File: src/verilog/tdm_cfg_pkg.sv
// Constants, register map and field layout for the slot routing configuration block
// How it works
// - B controller: two octet slots, one short slot, own enables.
// - B short slot direction 0: out downstream, in upstream; 1 swaps.
// - B control channel select picks one of eight channels for its short slot.
// - After reset channel select fields load from the three pins.
// - D/code1 register accessible only while view select is 0.
// - Code1 handler: fixed channel 1 slot, enable gates, direction steers.
// - D controller takes enabled octets and short slot of its channel.
// - View 0: D channel select write also writes code0 select.
// - Code0 register always writable, readable only at view 1.
// - Code0 select picks the channel of its code0 slot.
// - Supervision enable gates both directions; direction bit steers.
// - Supervision channel code n places supervision data in slot 4n+3.
// - Strobe active in slot, next slot, and bits 7,6 of slot+3, each enabled.
// - Five-bit index picks 1 of 32 slots; strobe high or clock.
// - Soft wakeup at 1 holds upstream low; at 0 upstream carries data.
// - Awake disable at 1 turns off transceiver asynchronous awake.
// - View 0: select writes hit D and code0, reads D; view 1: code0 only.
// - Bit clock out runs only when enabled; rate select 0 puts data clock on the double-rate output, 1 holds it low.
// - Push-pull select 0 makes data outputs open drain, 1 push pull.
// - Bus disable floats sync, clock and both data lines; upstream low wakes unless in terminal mode.
// - B octet positions come from slot registers; short slot from B control.
// - Strobe clock option 1 puts bit clock in strobe slots.
`default_nettype none
package tdm_cfg_pkg;
    localparam logic [7:0] OFS_STROBE_ONE = 8'h55;
    localparam logic [7:0] OFS_STROBE_TWO = 8'h56;
    localparam logic [7:0] OFS_BCHAN = 8'h51;
    localparam logic [7:0] OFS_DCHAN_CI1 = 8'h52;
    localparam logic [7:0] OFS_SUPERVISION = 8'h53;
    localparam logic [7:0] OFS_BUS_GLOBAL = 8'h57;
    localparam logic [7:0] OFS_BCTL_OCTET_ONE = 8'h48;
    localparam logic [7:0] OFS_BCTL_OCTET_TWO = 8'h49;
    localparam logic [7:0] OFS_STROBE_CONFIG = 8'h5A;
    localparam logic [7:0] RST_STROBE = 8'h00;
    localparam logic [7:0] RST_BCHAN = 8'h08;
    localparam logic [7:0] RST_DCHAN_CI1 = 8'hA0;
    localparam logic [7:0] RST_CI0 = 8'h00;
    localparam logic [7:0] RST_SUPERVISION = 8'h40;
    localparam logic [7:0] RST_BUS_GLOBAL = 8'h08;
    localparam logic [7:0] RST_BCTL_OCTET_ONE = 8'h80;
    localparam logic [7:0] RST_BCTL_OCTET_TWO = 8'h81;
    localparam logic [7:0] RST_STROBE_CONFIG = 8'h00;
    // Channel select field, shared by B, D, code0 and supervision registers
    localparam int CS_LSB = 0;
    localparam int CS_W = 3;
    // B control
    localparam int BC_DIR = 7;
    localparam int BC_SHORT_EN = 5;
    localparam int BC_OCT2_EN = 4;
    localparam int BC_OCT1_EN = 3;
    // D and code1 control
    localparam int DC_C1_DIR = 7;
    localparam int DC_C1_EN = 6;
    localparam int DC_SHORT_EN = 5;
    localparam int DC_OCT2_EN = 4;
    localparam int DC_OCT1_EN = 3;
    // Supervision control
    localparam int SV_DIR = 7;
    localparam int SV_EN = 6;
    // Strobe control
    localparam int ST_SLOT_EN = 7;
    localparam int ST_NEXT_EN = 6;
    localparam int ST_SHORT_EN = 5;
    localparam int ST_IDX_LSB = 0;
    localparam int ST_IDX_W = 5;
    // Strobe config: bit clock option per strobe
    localparam int SC_ONE_BCL = 0;
    localparam int SC_TWO_BCL = 1;
    // Octet slot register: direction and slot index
    localparam int OS_DIR = 7;
    // Bus global control
    localparam int BG_WAKE = 7;
    localparam int BG_AW_DIS = 6;
    localparam int BG_VIEW = 5;
    localparam int BG_ARB_OFF = 4;
    localparam int BG_BCL_EN = 3;
    localparam int BG_CLK_RATE = 2;
    localparam int BG_PUSH_PULL = 1;
    localparam int BG_BUS_DIS = 0;
    // Frame geometry
    localparam int SLOTS = 32;
    localparam int ARB_SLOT = 11;
    localparam logic [4:0] SUPV_BASE = 5'h03;
endpackage : tdm_cfg_pkg
`default_nettype wire

File: src/verilog/tdm_slot_routing_config.sv
// Register bank and slot routing for the serial subscriber bus
//
// Design decision made here: register access over Wishbone.
`default_nettype none
module tdm_slot_routing_config
    import tdm_cfg_pkg::*;
(
    input wire logic clk_i,
    input wire logic rst_i,
    input wire logic wb_cyc_i,
    input wire logic wb_stb_i,
    input wire logic wb_we_i,
    input wire logic [7:0] wb_adr_i,
    input wire logic [3:0] wb_sel_i,
    input wire logic [31:0] wb_dat_i,
    output logic [31:0] wb_dat_o,
    output logic wb_ack_o,
    input wire logic [2:0] chan_select_pins_i,
    input wire logic frame_sync_i,
    input wire logic bus_data_clock_i,
    input wire logic bit_clock_i,
    input wire logic upstream_line_i,
    input wire logic downstream_line_i,
    input wire logic up_tx_data_i,
    input wire logic down_tx_data_i,
    input wire logic terminal_mode_i,
    input wire logic dc_is_input_i,
    output logic upstream_line_o,
    output logic upstream_line_oe_o,
    output logic downstream_line_o,
    output logic downstream_line_oe_o,
    output logic frame_sync_oe_o,
    output logic bus_data_clock_oe_o,
    output logic activation_req_o,
    output logic strobe_one_o,
    output logic strobe_two_o,
    output logic bit_clock_out_o,
    output logic bit_clock_double_o,
    output logic awake_disable_o,
    output logic bchan_octet1_act_o,
    output logic bchan_octet2_act_o,
    output logic bchan_short_act_o,
    output logic bchan_rx_o,
    output logic dchan_act_o,
    output logic dchan_rx_o,
    output logic code0_act_o,
    output logic code0_rx_o,
    output logic code1_act_o,
    output logic code1_rx_o,
    output logic supervision_act_o,
    output logic supervision_rx_o,
    output logic arbitration_slot_o
);
    import tdm_cfg_pkg::*;

    // ----------------------------------------
    // State
    // ----------------------------------------
    typedef struct packed {
        logic [7:0] strobe_one_control;
        logic [7:0] strobe_two_control;
        logic [7:0] bchan_slot_control;
        logic [7:0] dchan_ci1_control;
        logic [7:0] ci0_handler_control;
        logic [7:0] supervision_control;
        logic [7:0] bus_global_control;
        logic [7:0] octet_one;
        logic [7:0] octet_two;
        logic [7:0] strobe_config;
        logic pins_pending;
        logic ack;
        logic [31:0] rdata;
        logic up_o;
        logic up_oe;
        logic dn_o;
        logic dn_oe;
        logic fs_oe;
        logic dc_oe;
        logic act_req;
        logic str1;
        logic str2;
        logic bit_clock_out;
        logic bcl_dbl;
        logic aw_dis;
        logic [13:0] route;
        logic arb;
    } state_t;
    state_t st, next_st;

    // ----------------------------------------
    // Pin synchronisers and slot timing
    // ----------------------------------------
    logic fs_q, fs_rise, dcl_q, bit_q, bit_fall, up_q, dn_q;
    logic [4:0] slot;
    logic [2:0] bitpos;
    logic [2:0] pins_s1, pins_s2;

    edge_sync u_fs (.clk_i(clk_i), .rst_i(rst_i), .d_i(frame_sync_i), .q_o(fs_q), .rise_o(fs_rise), .fall_o());
    edge_sync u_dcl (.clk_i(clk_i), .rst_i(rst_i), .d_i(bus_data_clock_i), .q_o(dcl_q), .rise_o(), .fall_o());
    edge_sync u_bcl (.clk_i(clk_i), .rst_i(rst_i), .d_i(bit_clock_i), .q_o(bit_q), .rise_o(), .fall_o(bit_fall));
    edge_sync u_up (.clk_i(clk_i), .rst_i(rst_i), .d_i(upstream_line_i), .q_o(up_q), .rise_o(), .fall_o());
    edge_sync u_dn (.clk_i(clk_i), .rst_i(rst_i), .d_i(downstream_line_i), .q_o(dn_q), .rise_o(), .fall_o());

    slot_timer u_tmr (
        .clk_i(clk_i),
        .rst_i(rst_i),
        .bit_edge_i(bit_fall),
        .frame_i(fs_rise),
        .slot_o(slot),
        .bit_o(bitpos)
    );

    // Straps caught after release, so reset takes only constants
    always_ff @(posedge clk_i) begin
        pins_s1 <= chan_select_pins_i;
        pins_s2 <= pins_s1;
    end

    // ----------------------------------------
    // Decode helpers
    // ----------------------------------------
    function automatic logic lane_byte(input logic [3:0] sel, input logic [31:0] d, output logic [7:0] b);
        b = d[7:0];
        return sel[0];
    endfunction

    // Short slot: bits 7,6 of slot 4n+3
    function automatic logic in_short(input logic [4:0] s, input logic [2:0] b, input logic [2:0] ch);
        return (s == {ch, 2'b11}) && (b[2:1] == 2'b11);
    endfunction

    function automatic logic in_octets(input logic [4:0] s, input logic [2:0] ch, input logic e1, input logic e2);
        return (e1 && s == {ch, 2'b00}) || (e2 && s == {ch, 2'b01});
    endfunction

    function automatic logic strobe_hit(input logic [7:0] c, input logic [4:0] s, input logic [2:0] b);
        logic [4:0] base;
        base = c[ST_IDX_LSB +: ST_IDX_W];
        return (c[ST_SLOT_EN] && s == base)
            || (c[ST_NEXT_EN] && s == 5'(base + 5'h01))
            || (c[ST_SHORT_EN] && s == 5'(base + 5'h03) && b[2:1] == 2'b11);
    endfunction

    // ----------------------------------------
    // Next state
    // ----------------------------------------
    logic req, wr, rd, view;
    logic [7:0] wb;
    logic [7:0] rv;
    logic [2:0] d_ch, c0_ch, b_ch, sv_ch;
    logic b_act1, b_act2, b_shrt, d_act, c0_act, c1_act, sv_act;

    always_comb begin
        next_st = st;
        wb = 8'h00;
        rv = 8'h00;
        req = wb_cyc_i && wb_stb_i && !st.ack;
        wr = req && wb_we_i && lane_byte(wb_sel_i, wb_dat_i, wb);
        rd = req && !wb_we_i;
        view = st.bus_global_control[BG_VIEW];
        next_st.ack = req;

        if (st.pins_pending) begin
            next_st.pins_pending = 1'b0;
            next_st.bchan_slot_control[CS_LSB +: CS_W] = pins_s2;
            next_st.dchan_ci1_control[CS_LSB +: CS_W] = pins_s2;
            next_st.ci0_handler_control[CS_LSB +: CS_W] = pins_s2;
            next_st.supervision_control[CS_LSB +: CS_W] = pins_s2;
        end

        if (wr) begin
            unique case (wb_adr_i)
                OFS_STROBE_ONE: next_st.strobe_one_control = wb;
                OFS_STROBE_TWO: next_st.strobe_two_control = wb;
                OFS_BCHAN: next_st.bchan_slot_control = wb;
                OFS_BCTL_OCTET_ONE: next_st.octet_one = wb;
                OFS_BCTL_OCTET_TWO: next_st.octet_two = wb;
                OFS_STROBE_CONFIG: next_st.strobe_config = wb;
                OFS_SUPERVISION: next_st.supervision_control = wb;
                OFS_BUS_GLOBAL: next_st.bus_global_control = wb;
                OFS_DCHAN_CI1: begin
                    if (!view) begin
                        next_st.dchan_ci1_control = wb;
                        next_st.ci0_handler_control[CS_LSB +: CS_W] = wb[CS_LSB +: CS_W];
                    end else begin
                        next_st.ci0_handler_control = {5'h00, wb[CS_LSB +: CS_W]};
                    end
                end
                default: ;
            endcase
        end

        unique case (wb_adr_i)
            OFS_STROBE_ONE: rv = st.strobe_one_control;
            OFS_STROBE_TWO: rv = st.strobe_two_control;
            OFS_BCHAN: rv = st.bchan_slot_control;
            OFS_BCTL_OCTET_ONE: rv = st.octet_one;
            OFS_BCTL_OCTET_TWO: rv = st.octet_two;
            OFS_STROBE_CONFIG: rv = st.strobe_config;
            OFS_SUPERVISION: rv = st.supervision_control;
            OFS_BUS_GLOBAL: rv = st.bus_global_control;
            OFS_DCHAN_CI1: rv = view ? st.ci0_handler_control : st.dchan_ci1_control;
            default: rv = 8'h00;
        endcase
        next_st.rdata = rd ? {24'h000000, rv} : 32'h00000000;

        // ----------------------------------------
        // Slot routing
        // ----------------------------------------
        b_ch = st.bchan_slot_control[CS_LSB +: CS_W];
        d_ch = st.dchan_ci1_control[CS_LSB +: CS_W];
        c0_ch = st.ci0_handler_control[CS_LSB +: CS_W];
        sv_ch = st.supervision_control[CS_LSB +: CS_W];
        // B octet positions are full slot indices, not channel based
        b_act1 = st.bchan_slot_control[BC_OCT1_EN] && slot == st.octet_one[4:0];
        b_act2 = st.bchan_slot_control[BC_OCT2_EN] && slot == st.octet_two[4:0];
        b_shrt = st.bchan_slot_control[BC_SHORT_EN] && in_short(slot, bitpos, b_ch);
        d_act = in_octets(slot, d_ch, st.dchan_ci1_control[DC_OCT1_EN], st.dchan_ci1_control[DC_OCT2_EN])
            || (st.dchan_ci1_control[DC_SHORT_EN] && in_short(slot, bitpos, d_ch));
        c0_act = (slot == {c0_ch, 2'b11}) && (bitpos[2:1] != 2'b11) && (bitpos != 3'h0);
        c1_act = st.dchan_ci1_control[DC_C1_EN] && slot == 5'h07 && bitpos[2:1] != 2'b11;
        sv_act = st.supervision_control[SV_EN] && slot == 5'({sv_ch, 2'b00} + SUPV_BASE);
        // Arbitration octet collides with channel 2 routing unless freed
        if (!st.bus_global_control[BG_ARB_OFF] && slot == 5'(ARB_SLOT)) begin
            d_act = 1'b0;
        end
        next_st.route = {b_act1, b_act2, b_shrt, st.bchan_slot_control[BC_DIR], d_act, 1'b0,
            c0_act, 1'b0, c1_act, st.dchan_ci1_control[DC_C1_DIR], sv_act, st.supervision_control[SV_DIR],
            1'b0, 1'b0};
        next_st.arb = !st.bus_global_control[BG_ARB_OFF] && slot == 5'(ARB_SLOT);

        // ----------------------------------------
        // Line drivers
        // ----------------------------------------
        if (st.bus_global_control[BG_BUS_DIS]) begin
            next_st.fs_oe = 1'b0;
            next_st.dc_oe = 1'b0;
            next_st.dn_oe = 1'b0;
            next_st.dn_o = 1'b0;
            next_st.up_oe = 1'b0;
            next_st.up_o = 1'b0;
            next_st.act_req = !terminal_mode_i && !up_q;
        end else begin
            next_st.fs_oe = !dc_is_input_i;
            next_st.dc_oe = !dc_is_input_i;
            next_st.act_req = 1'b0;
            if (st.bus_global_control[BG_WAKE]) begin
                next_st.up_o = 1'b0;
                next_st.up_oe = 1'b1;
            end else if (st.bus_global_control[BG_PUSH_PULL]) begin
                next_st.up_o = up_tx_data_i;
                next_st.up_oe = 1'b1;
            end else begin
                next_st.up_o = 1'b0;
                next_st.up_oe = !up_tx_data_i;
            end
            next_st.dn_o = st.bus_global_control[BG_PUSH_PULL] ? down_tx_data_i : 1'b0;
            next_st.dn_oe = st.bus_global_control[BG_PUSH_PULL] || !down_tx_data_i;
        end

        // ----------------------------------------
        // Strobes and bit clock
        // ----------------------------------------
        next_st.str1 = strobe_hit(st.strobe_one_control, slot, bitpos)
            && (st.strobe_config[SC_ONE_BCL] ? bit_q : 1'b1);
        next_st.str2 = strobe_hit(st.strobe_two_control, slot, bitpos)
            && (st.strobe_config[SC_TWO_BCL] ? bit_q : 1'b1);
        next_st.bit_clock_out = st.bus_global_control[BG_BCL_EN] && bit_q;
        next_st.bcl_dbl = !st.bus_global_control[BG_CLK_RATE] && dcl_q;
        next_st.aw_dis = st.bus_global_control[BG_AW_DIS];
    end

    // ----------------------------------------
    // Registers
    // ----------------------------------------
    always_ff @(posedge clk_i) begin
        if (rst_i) begin
            st <= '0;
            st.strobe_one_control <= RST_STROBE;
            st.strobe_two_control <= RST_STROBE;
            st.bchan_slot_control <= RST_BCHAN;
            st.dchan_ci1_control <= RST_DCHAN_CI1;
            st.ci0_handler_control <= RST_CI0;
            st.supervision_control <= RST_SUPERVISION;
            st.bus_global_control <= RST_BUS_GLOBAL;
            st.octet_one <= RST_BCTL_OCTET_ONE;
            st.octet_two <= RST_BCTL_OCTET_TWO;
            st.strobe_config <= RST_STROBE_CONFIG;
            st.pins_pending <= 1'b1;
        end else begin
            st <= next_st;
        end
    end

    assign wb_dat_o = st.rdata;
    assign wb_ack_o = st.ack;
    assign upstream_line_o = st.up_o;
    assign upstream_line_oe_o = st.up_oe;
    assign downstream_line_o = st.dn_o;
    assign downstream_line_oe_o = st.dn_oe;
    assign frame_sync_oe_o = st.fs_oe;
    assign bus_data_clock_oe_o = st.dc_oe;
    assign activation_req_o = st.act_req;
    assign strobe_one_o = st.str1;
    assign strobe_two_o = st.str2;
    assign bit_clock_out_o = st.bit_clock_out;
    assign bit_clock_double_o = st.bcl_dbl;
    assign awake_disable_o = st.aw_dis;
    assign bchan_octet1_act_o = st.route[13];
    assign bchan_octet2_act_o = st.route[12];
    assign bchan_short_act_o = st.route[11];
    assign bchan_rx_o = st.route[10];
    assign dchan_act_o = st.route[9];
    assign dchan_rx_o = st.route[8];
    assign code0_act_o = st.route[7];
    assign code0_rx_o = st.route[6];
    assign code1_act_o = st.route[5];
    assign code1_rx_o = st.route[4];
    assign supervision_act_o = st.route[3];
    assign supervision_rx_o = st.route[2];
    assign arbitration_slot_o = st.arb;
endmodule : tdm_slot_routing_config
`default_nettype wire

File: src/verilog/edge_sync.sv
// Two-flop synchroniser with rising and falling edge pulses
`default_nettype none
module edge_sync (
    input wire logic clk_i,
    input wire logic rst_i,
    input wire logic d_i,
    output logic q_o,
    output logic rise_o,
    output logic fall_o
);
    typedef struct packed {
        logic s1;
        logic s2;
        logic s3;
    } state_t;
    state_t st, next_st;
    always_comb begin
        next_st = st;
        next_st.s1 = d_i;
        next_st.s2 = st.s1;
        next_st.s3 = st.s2;
    end
    always_ff @(posedge clk_i) begin
        if (rst_i) begin
            st <= '0;
        end else begin
            st <= next_st;
        end
    end
    assign q_o = st.s2;
    assign rise_o = st.s2 & ~st.s3;
    assign fall_o = ~st.s2 & st.s3;
endmodule : edge_sync
`default_nettype wire

File: src/verilog/slot_timer.sv
// Slot and bit position counter driven by frame sync and bit clock edges
`default_nettype none
module slot_timer (
    input wire logic clk_i,
    input wire logic rst_i,
    input wire logic bit_edge_i,
    input wire logic frame_i,
    output logic [4:0] slot_o,
    output logic [2:0] bit_o
);
    typedef struct packed {
        logic [4:0] slot;
        logic [2:0] bitpos;
    } state_t;
    state_t st, next_st;
    always_comb begin
        next_st = st;
        if (frame_i) begin
            next_st.slot = 5'h00;
            next_st.bitpos = 3'h7;
        end else if (bit_edge_i) begin
            next_st.bitpos = st.bitpos - 3'h1;
            if (st.bitpos == 3'h0) begin
                next_st.slot = st.slot + 5'h01;
            end
        end
    end
    always_ff @(posedge clk_i) begin
        if (rst_i) begin
            st <= '0;
        end else begin
            st <= next_st;
        end
    end
    assign slot_o = st.slot;
    assign bit_o = st.bitpos;
endmodule : slot_timer
`default_nettype wire

File: config.mk
export PLATFORM = sky130hd
export DESIGN_NAME = tdm_slot_routing_config
export DESIGN_NICKNAME = d
export VERILOG_FILES = /design/src/verilog/tdm_cfg_pkg.sv /design/src/verilog/tdm_slot_routing_config.sv /design/src/verilog/edge_sync.sv /design/src/verilog/slot_timer.sv
export SDC_FILE = /design/constraint.sdc
export NUM_CORES = 1
export LEC_CHECK = 0
export BUFFER_PORTS_ARGS = -buffer_cell sky130_fd_sc_hd__buf_2
export CAP_MARGIN = 20
export CORE_MARGIN = 3
export CORE_UTILIZATION = 35
export DETAILED_ROUTE_END_ITERATION = 16
export GPL_ROUTABILITY_DRIVEN = 0
export GPL_TIMING_DRIVEN = 0
export HOLD_SLACK_MARGIN = 0.05
export PLACE_DENSITY = 0.53
export SLEW_MARGIN = 10
export SYNTH_ARGS = -nofsm -noshare
export SYNTH_HDL_FRONTEND = slang
export SYNTH_SLANG_ARGS = --single-unit
File: constraint.sdc
create_clock -name clk_i -period 2.49 [get_ports clk_i]
set_clock_uncertainty 0.2 [all_clocks]
set_input_delay 0.3735 -clock clk_i [delete_from_list [all_inputs] [get_ports clk_i]]
set_output_delay 0.3735 -clock clk_i [all_outputs]
set_load 0.02 [all_outputs]
==> impl_metrics.env, run 1 <==
export IMPL_critPathMaxFanout=8
export IMPL_final_cell_mix="dfxtp_1 (131), nand2_1 (122), buf_2 (63)"
export IMPL_hpwl_mm=14.5
export IMPL_instances_no_fill=1108
export IMPL_synth_edff_count=0
export IMPL_utilization_pct=44.3
export IMPL_final_period_utilization_pct=93.8
export IMPL_fin_crit_ps=2340
export IMPL_antenna_found_initial=0
export IMPL_startpoint_type="register"
export IMPL_cts_setup_buffers=0
export IMPL_die_y_um=141
export IMPL_fillerInstances=1777
export IMPL_netlist_instances=760
export IMPL_cp_slowest_cell="nor3_1"
export IMPL_worstHoldPathType="input pin to register"
export IMPL_portBuffers=54
export IMPL_end_kind="register"
export IMPL_fin_ws_ps=155
export IMPL_ctsHtreeMaxLevel=4
export IMPL_p_leak_nw=3.18
export IMPL_initial_core_util_pct=36.3
export IMPL_drt_antenna_violating_nets=0
export IMPL_critPathTopFamily="simple AND/OR/NAND/NOR gates"
export IMPL_drive_gt1_share_pct=16.6
export IMPL_status="completed"
export IMPL_tightestPinTransition_ps=1090
export IMPL_drt_total_wl_mm=20.4
export IMPL_multi_input_area_sq_um=3310
export IMPL_final_max_slew_viol_count=0
export IMPL_grt_max_degree=17
export IMPL_max_freq_mhz=428
export IMPL_ys_types=58
export IMPL_cts_tree="done"
export IMPL_design_area_sq_um=7800
export IMPL_peakVddDrop_mv=0.534
export IMPL_p_per_area_nw_per_um2=666
export IMPL_num_antenna_cells=0
export IMPL_critical_path_max_stage_delay_ps=880
export IMPL_yosysWarnings=0
export IMPL_drtIter0Drc=472
export IMPL_die_x_um=141
export IMPL_crit_arrival_ps=2480
export IMPL_netlist_area_sq_um=6390
export IMPL_hold_slack_ps=96.0
export IMPL_drtPass1Iterations=5
export IMPL_cp_num_buf_inv=0
export IMPL_grt_overflow=0
export IMPL_syn_area_per_cell_sq_um=8.41
export IMPL_grt_use_total_pct=20.5
export IMPL_ys_seq_area_share_pct=41.0
export IMPL_setup_viol=0
export IMPL_area_growth_pct=21.9
export IMPL_core_sq_um=17600
export IMPL_drc=0
export IMPL_path_clk_slew_ps=60
export IMPL_max_cap_violations=0
export IMPL_slew_headroom_pct=26.8
export IMPL_wl_per_cell_um=18.4
export IMPL_dp_cells=1064
export IMPL_via_per_inst=5.13
export IMPL_top_level_ports=119
export IMPL_mostFrequentLayoutCell="dfxtp_1"
export IMPL_final_nets=940
export IMPL_clkSinkCount=131
export IMPL_grt_pass1_wl_mm=31.0
export IMPL_regArea_sq_um=2620
export IMPL_async_flop_share_pct=0
export IMPL_grt_pass1_vias=5219
export IMPL_cts_buffers=17
export IMPL_vias=5680
export IMPL_worstSetupPathType="register to register"
export IMPL_cts_buffer_depth=2
export IMPL_clock_latency_ps=420
export IMPL_required_ps=2640
export IMPL_pre_cts_ws_ps=-120
export IMPL_dieArea_sq_um=19900
export IMPL_report_final_hold_viol_count=0
export IMPL_synth_ff_latch_count=131
export IMPL_path_cells="nand3b_1 -> or2_2 -> nor3_1 -> nand2_1 -> a21oi_1"
export IMPL_rows=48
export IMPL_cts_root_buf="clkbuf_16"
export IMPL_ys_flop_type="dfxtp_1"
export IMPL_placed_cell_area_sq_um=7040
[kinds of logic (layout without fill, tap and decap cells)]
| kind of cell | after synthesis | count (layout) | synth area share, % |
|---|---|---|---|
| AND/OR/NAND/NOR | 295 | 295 | 23.0 |
| XOR/XNOR | 49 | 49 | 6.71 |
| other | 1 | 26 | 0.0587 |
| flip-flops | 131 | 131 | 41.0 |
| adder cells (fa/ha/maj) | 9 | 9 | 1.76 |
| buffers and inverters | 108 | 206 | 8.69 |
| multiplexers | 37 | 37 | 5.89 |
| AO/OA/AOI/OAI | 130 | 130 | 12.9 |
[per-layer routing]
metal | GRT usage [%] | vias up | part of all wire, %
met3 | 4.55 | 29 | 7.0
met1 | 29.3 | 2681 | 47
li1 | - | 2767 | -
met5 | 0 | - | 0
met4 | 6.32 | 0 | 1.8
met2 | 30.9 | 203 | 44
[through the flow]
| stage | total power (W) | TNS, ps |
|---|---|---|
| after floorplan | 0.00243 | 0 |
| after global placement | 0.00254 | -1550 |
| after detailed placement | 0.00254 | -1200 |
| after CTS | 0.00524 | 0 |
| after global routing | 0.00537 | -25.7 |
| final | 0.00519 | 0 |
[sequential cells by signal, indices dropped and copies added, names as in the netlist, 3 cells and up]
signal,count
u_tmr.bit_o,3
d_ch,3
pins_s2,3
c0_ch,3
pins_s1,3
st,63
b_ch,3
u_tmr.slot_o,5
wb_dat_o,8
next_st,4
[worst reg2reg max path: cells and delay by family (launching register included)]
family / cells / cell delay, ps
AOI/OAI and AO/OA: 1 / 170
and+or+nand+nor: 4 / 1600
DFF: 1 / 300
[synthesized netlist by cell type, types with 8 or more instances]
cell	number	share of area (%)
a21oi_1	53	4.1
buf_2	9	0.70
a31oi_1	8	0.78
a211oi_1	10	1.2
clkbuf_1	39	2.3
nor2b_1	19	1.9
dfxtp_1	131	41
inv_1	19	1.1
xor2_1	19	2.6
nor3b_1	8	0.94
nand2_1	122	7.2
mux2i_1	32	5.0
xnor2_1	30	4.1
buf_4	35	4.1
and3_1	17	1.7
nand3_1	23	1.8
nor3_1	10	0.78
nor2_1	47	2.8
o21ai_0	19	1.5
ha_1	9	1.8
[path summary, 6_finish.rpt]
check                   from    endpoint  slack (ps)  depth (start not counted)
setup / recovery    wb_ack_o     st[129]         150                          5
hold / removal      wb_cyc_i    wb_ack_o         100                          3
setup reg to reg    wb_ack_o     st[129]         150                          5
hold reg to reg   pins_s1[1]  pins_s2[1]         130                          0
[cell type report]
cell class / count / share of cell area, %
buffer: 89 / 6.21
sequential: 131 / 33.6
clock inverter: 13 / 2.33
inverter: 19 / 0.915
multi-input combinational: 546 / 42.5
timing repair buffer: 66 / 5.01
clock buffer: 19 / 5.81
tap: 225 / 3.61
[power by group]
part | total (W) | leakage (nW) | internal (W) | switching, W
combinational | 0.000358 | 1.80 | 0.000131 | 0.000227
sequential | 0.00216 | 1.06 | 0.00213 | 0.0000253
clock | 0.00268 | 0.309 | 0.00173 | 0.000952
[timing repair]
action,CTS,global route
hold buffers,12,0
endpoints found under the hold margin,14,0
resized for setup,0,1
setup endpoints to repair,0,25
Note: power is estimated with default switching activity, not from simulation.
==> run 2, diff against run 1 <==
clock period = 2.7 ns   (was 2.49 ns; I/O delays follow)
==> run 2 against run 1 <==
Compared with the run above:
- global-route usage stayed put
- combinational power is 7.8% lower
- via count is 0.79% higher
- worst setup slack better by 50 ps
- wire length is 0.14% higher
- first-iteration DRC count is 0.21% higher
- sequential share of layout area hardly changed
- fmax is 6.4% lower
- largest cell class unchanged
- largest power group unchanged
==> impl_metrics.env, run 2 (same netlist as run 1, synthesis figures left out) <==
export IMPL_holdPathEnd="wb_ack_o"
export IMPL_final_period_utilization_pct=92.4
export IMPL_largest_reg_flops=63
export IMPL_final_max_slew_viol_count=0
export IMPL_cts_setup_buffers=0
export IMPL_end_kind="register"
export IMPL_wl_per_cell_um=18.4
export IMPL_via_per_inst=5.17
export IMPL_hold_depth=3
export IMPL_grt_pass1_vias=5219
export IMPL_p_leak_nw=3.18
export IMPL_drt_total_wl_mm=20.4
export IMPL_cts_tree="done"
export IMPL_r2r_start="wb_ack_o"
export IMPL_regArea_sq_um=2620
export IMPL_worstHoldPathType="input pin to register"
export IMPL_worst_hold_startpoint="wb_cyc_i"
export IMPL_core_sq_um=17600
export IMPL_fin_ws_ps=204
export IMPL_report_final_hold_viol_count=0
export IMPL_cts_resized=0
export IMPL_drc=0
export IMPL_cts_root_buf="clkbuf_16"
export IMPL_area_growth_pct=21.9
export IMPL_die_x_um=141
export IMPL_num_antenna_cells=0
export IMPL_fillerInstances=1778
export IMPL_rsz0062_at_grt="no"
export IMPL_grt_max_degree=17
export IMPL_max_cap_violations=0
export IMPL_timing_rr_end="st[78]"
export IMPL_met3_usage_pct=4.55
export IMPL_fin_crit_ps=2500
export IMPL_portBuffers=54
export IMPL_path_clk_slew_ps=60
export IMPL_grt_busiest_layer="met2"
export IMPL_drive_gt1_share_pct=16.5
export IMPL_met2_usage_pct=30.9
export IMPL_drtPass1Iterations=5
export IMPL_mostFrequentLayoutCell="dfxtp_1"
export IMPL_grt_overflow=0
export IMPL_peakVddDrop_mv=0.493
export IMPL_ctsHtreeMaxLevel=4
export IMPL_worstSetupPathType="register to register"
export IMPL_dieArea_sq_um=19900
export IMPL_p_per_area_nw_per_um2=615
export IMPL_startpoint_type="register"
export IMPL_clock_latency_ps=420
export IMPL_hpwl_mm=14.5
export IMPL_multi_input_area_sq_um=3310
export IMPL_cts_hold_buf=12
export IMPL_grt_use_total_pct=20.5
export IMPL_pre_cts_ws_ps=58.5
export IMPL_drt_antenna_violating_nets=0
export IMPL_antenna_found_initial=0
export IMPL_cts_buffers=17
export IMPL_tightestPinTransition_ps=1060
export IMPL_crit_arrival_ps=2570
export IMPL_slew_headroom_pct=28.7
export IMPL_cts_buffer_depth=2
export IMPL_met1_usage_pct=29.3
export IMPL_die_y_um=141
export IMPL_initial_core_util_pct=36.3
export IMPL_top_level_ports=119
export IMPL_regMostFlops="st"
export IMPL_final_nets=940
export IMPL_r2r_slack_ps=200
export IMPL_status="completed"
export IMPL_critPathMaxFanout=10
export IMPL_max_freq_mhz=401
export IMPL_rr_worst_depth=6
export IMPL_required_ps=2780
export IMPL_rows=48
export IMPL_power_w=0.00479
export IMPL_setup_tns_ps=0
export IMPL_grt_pass1_wl_mm=31.0
export IMPL_final_cell_mix="dfxtp_1 (131), nand2_1 (122), buf_2 (63)"
export IMPL_utilization_pct=44.3
export IMPL_vias=5725
export IMPL_clkSinkCount=131
export IMPL_setup_viol=0
export IMPL_drtIter0Drc=473
-- run 2: layout make-up --
cell class	count	area share, %
Multi-Input combinational cell	546	42.5
Timing Repair Buffer	66	5.01
Clock buffer	19	5.81
Inverter	19	0.915
Clock inverter	13	2.33
Tap cell	225	3.61
Buffer	89	6.21
Sequential cell	131	33.6
-- run 2: how the worst max path moves through the flow --
| stage | start | to | slack [ps] | cells after the start |
|---|---|---|---|---|
| final | wb_ack_o | st[78] | 200 | 6 |
| after CTS | wb_ack_o | st[79] | 250 | 6 |
| after floorplan | wb_adr_i[7] | st[96] | 640 | 6 |
| after global routing | wb_ack_o | st[78] | 10 | 6 |
| after detailed placement | wb_adr_i[2] | st[129] | 60 | 7 |
| after global placement | wb_adr_i[2] | st[129] | 70 | 7 |
-- run 2: metal layers --
layer | part of all wire, % | routed length, um
met5 | 0 | 0
met3 | 7.6 | 1550
met2 | 44 | 9070
met1 | 46 | 9420
met4 | 1.8 | 357
-- run 2: where the power goes --
group | switching, W | internal, W | leakage, nW
sequential | 0.0000235 | 0.00197 | 1.06
combinational | 0.000209 | 0.000121 | 1.80
clock | 0.000883 | 0.00159 | 0.309
-- run 2: metrics by stage --
step                instance area [sq um]  hold WS (ps)  std cells
floorplan                            6490           110        785
finish                               7790           102       1108
CTS                                  7790          90.7       1108
global placement                     7040           111       1064
global route                         7790           115       1108
detailed placement                   7040           118       1064
-- run 2: worst max-delay path: stages (launching register included) --
cell      delay, ps
dfxtp_1         300
nand3b_1        180
nor2_1          650
clkbuf_1        410
nand3_1         360
nand2_1         160
a21oi_1          70
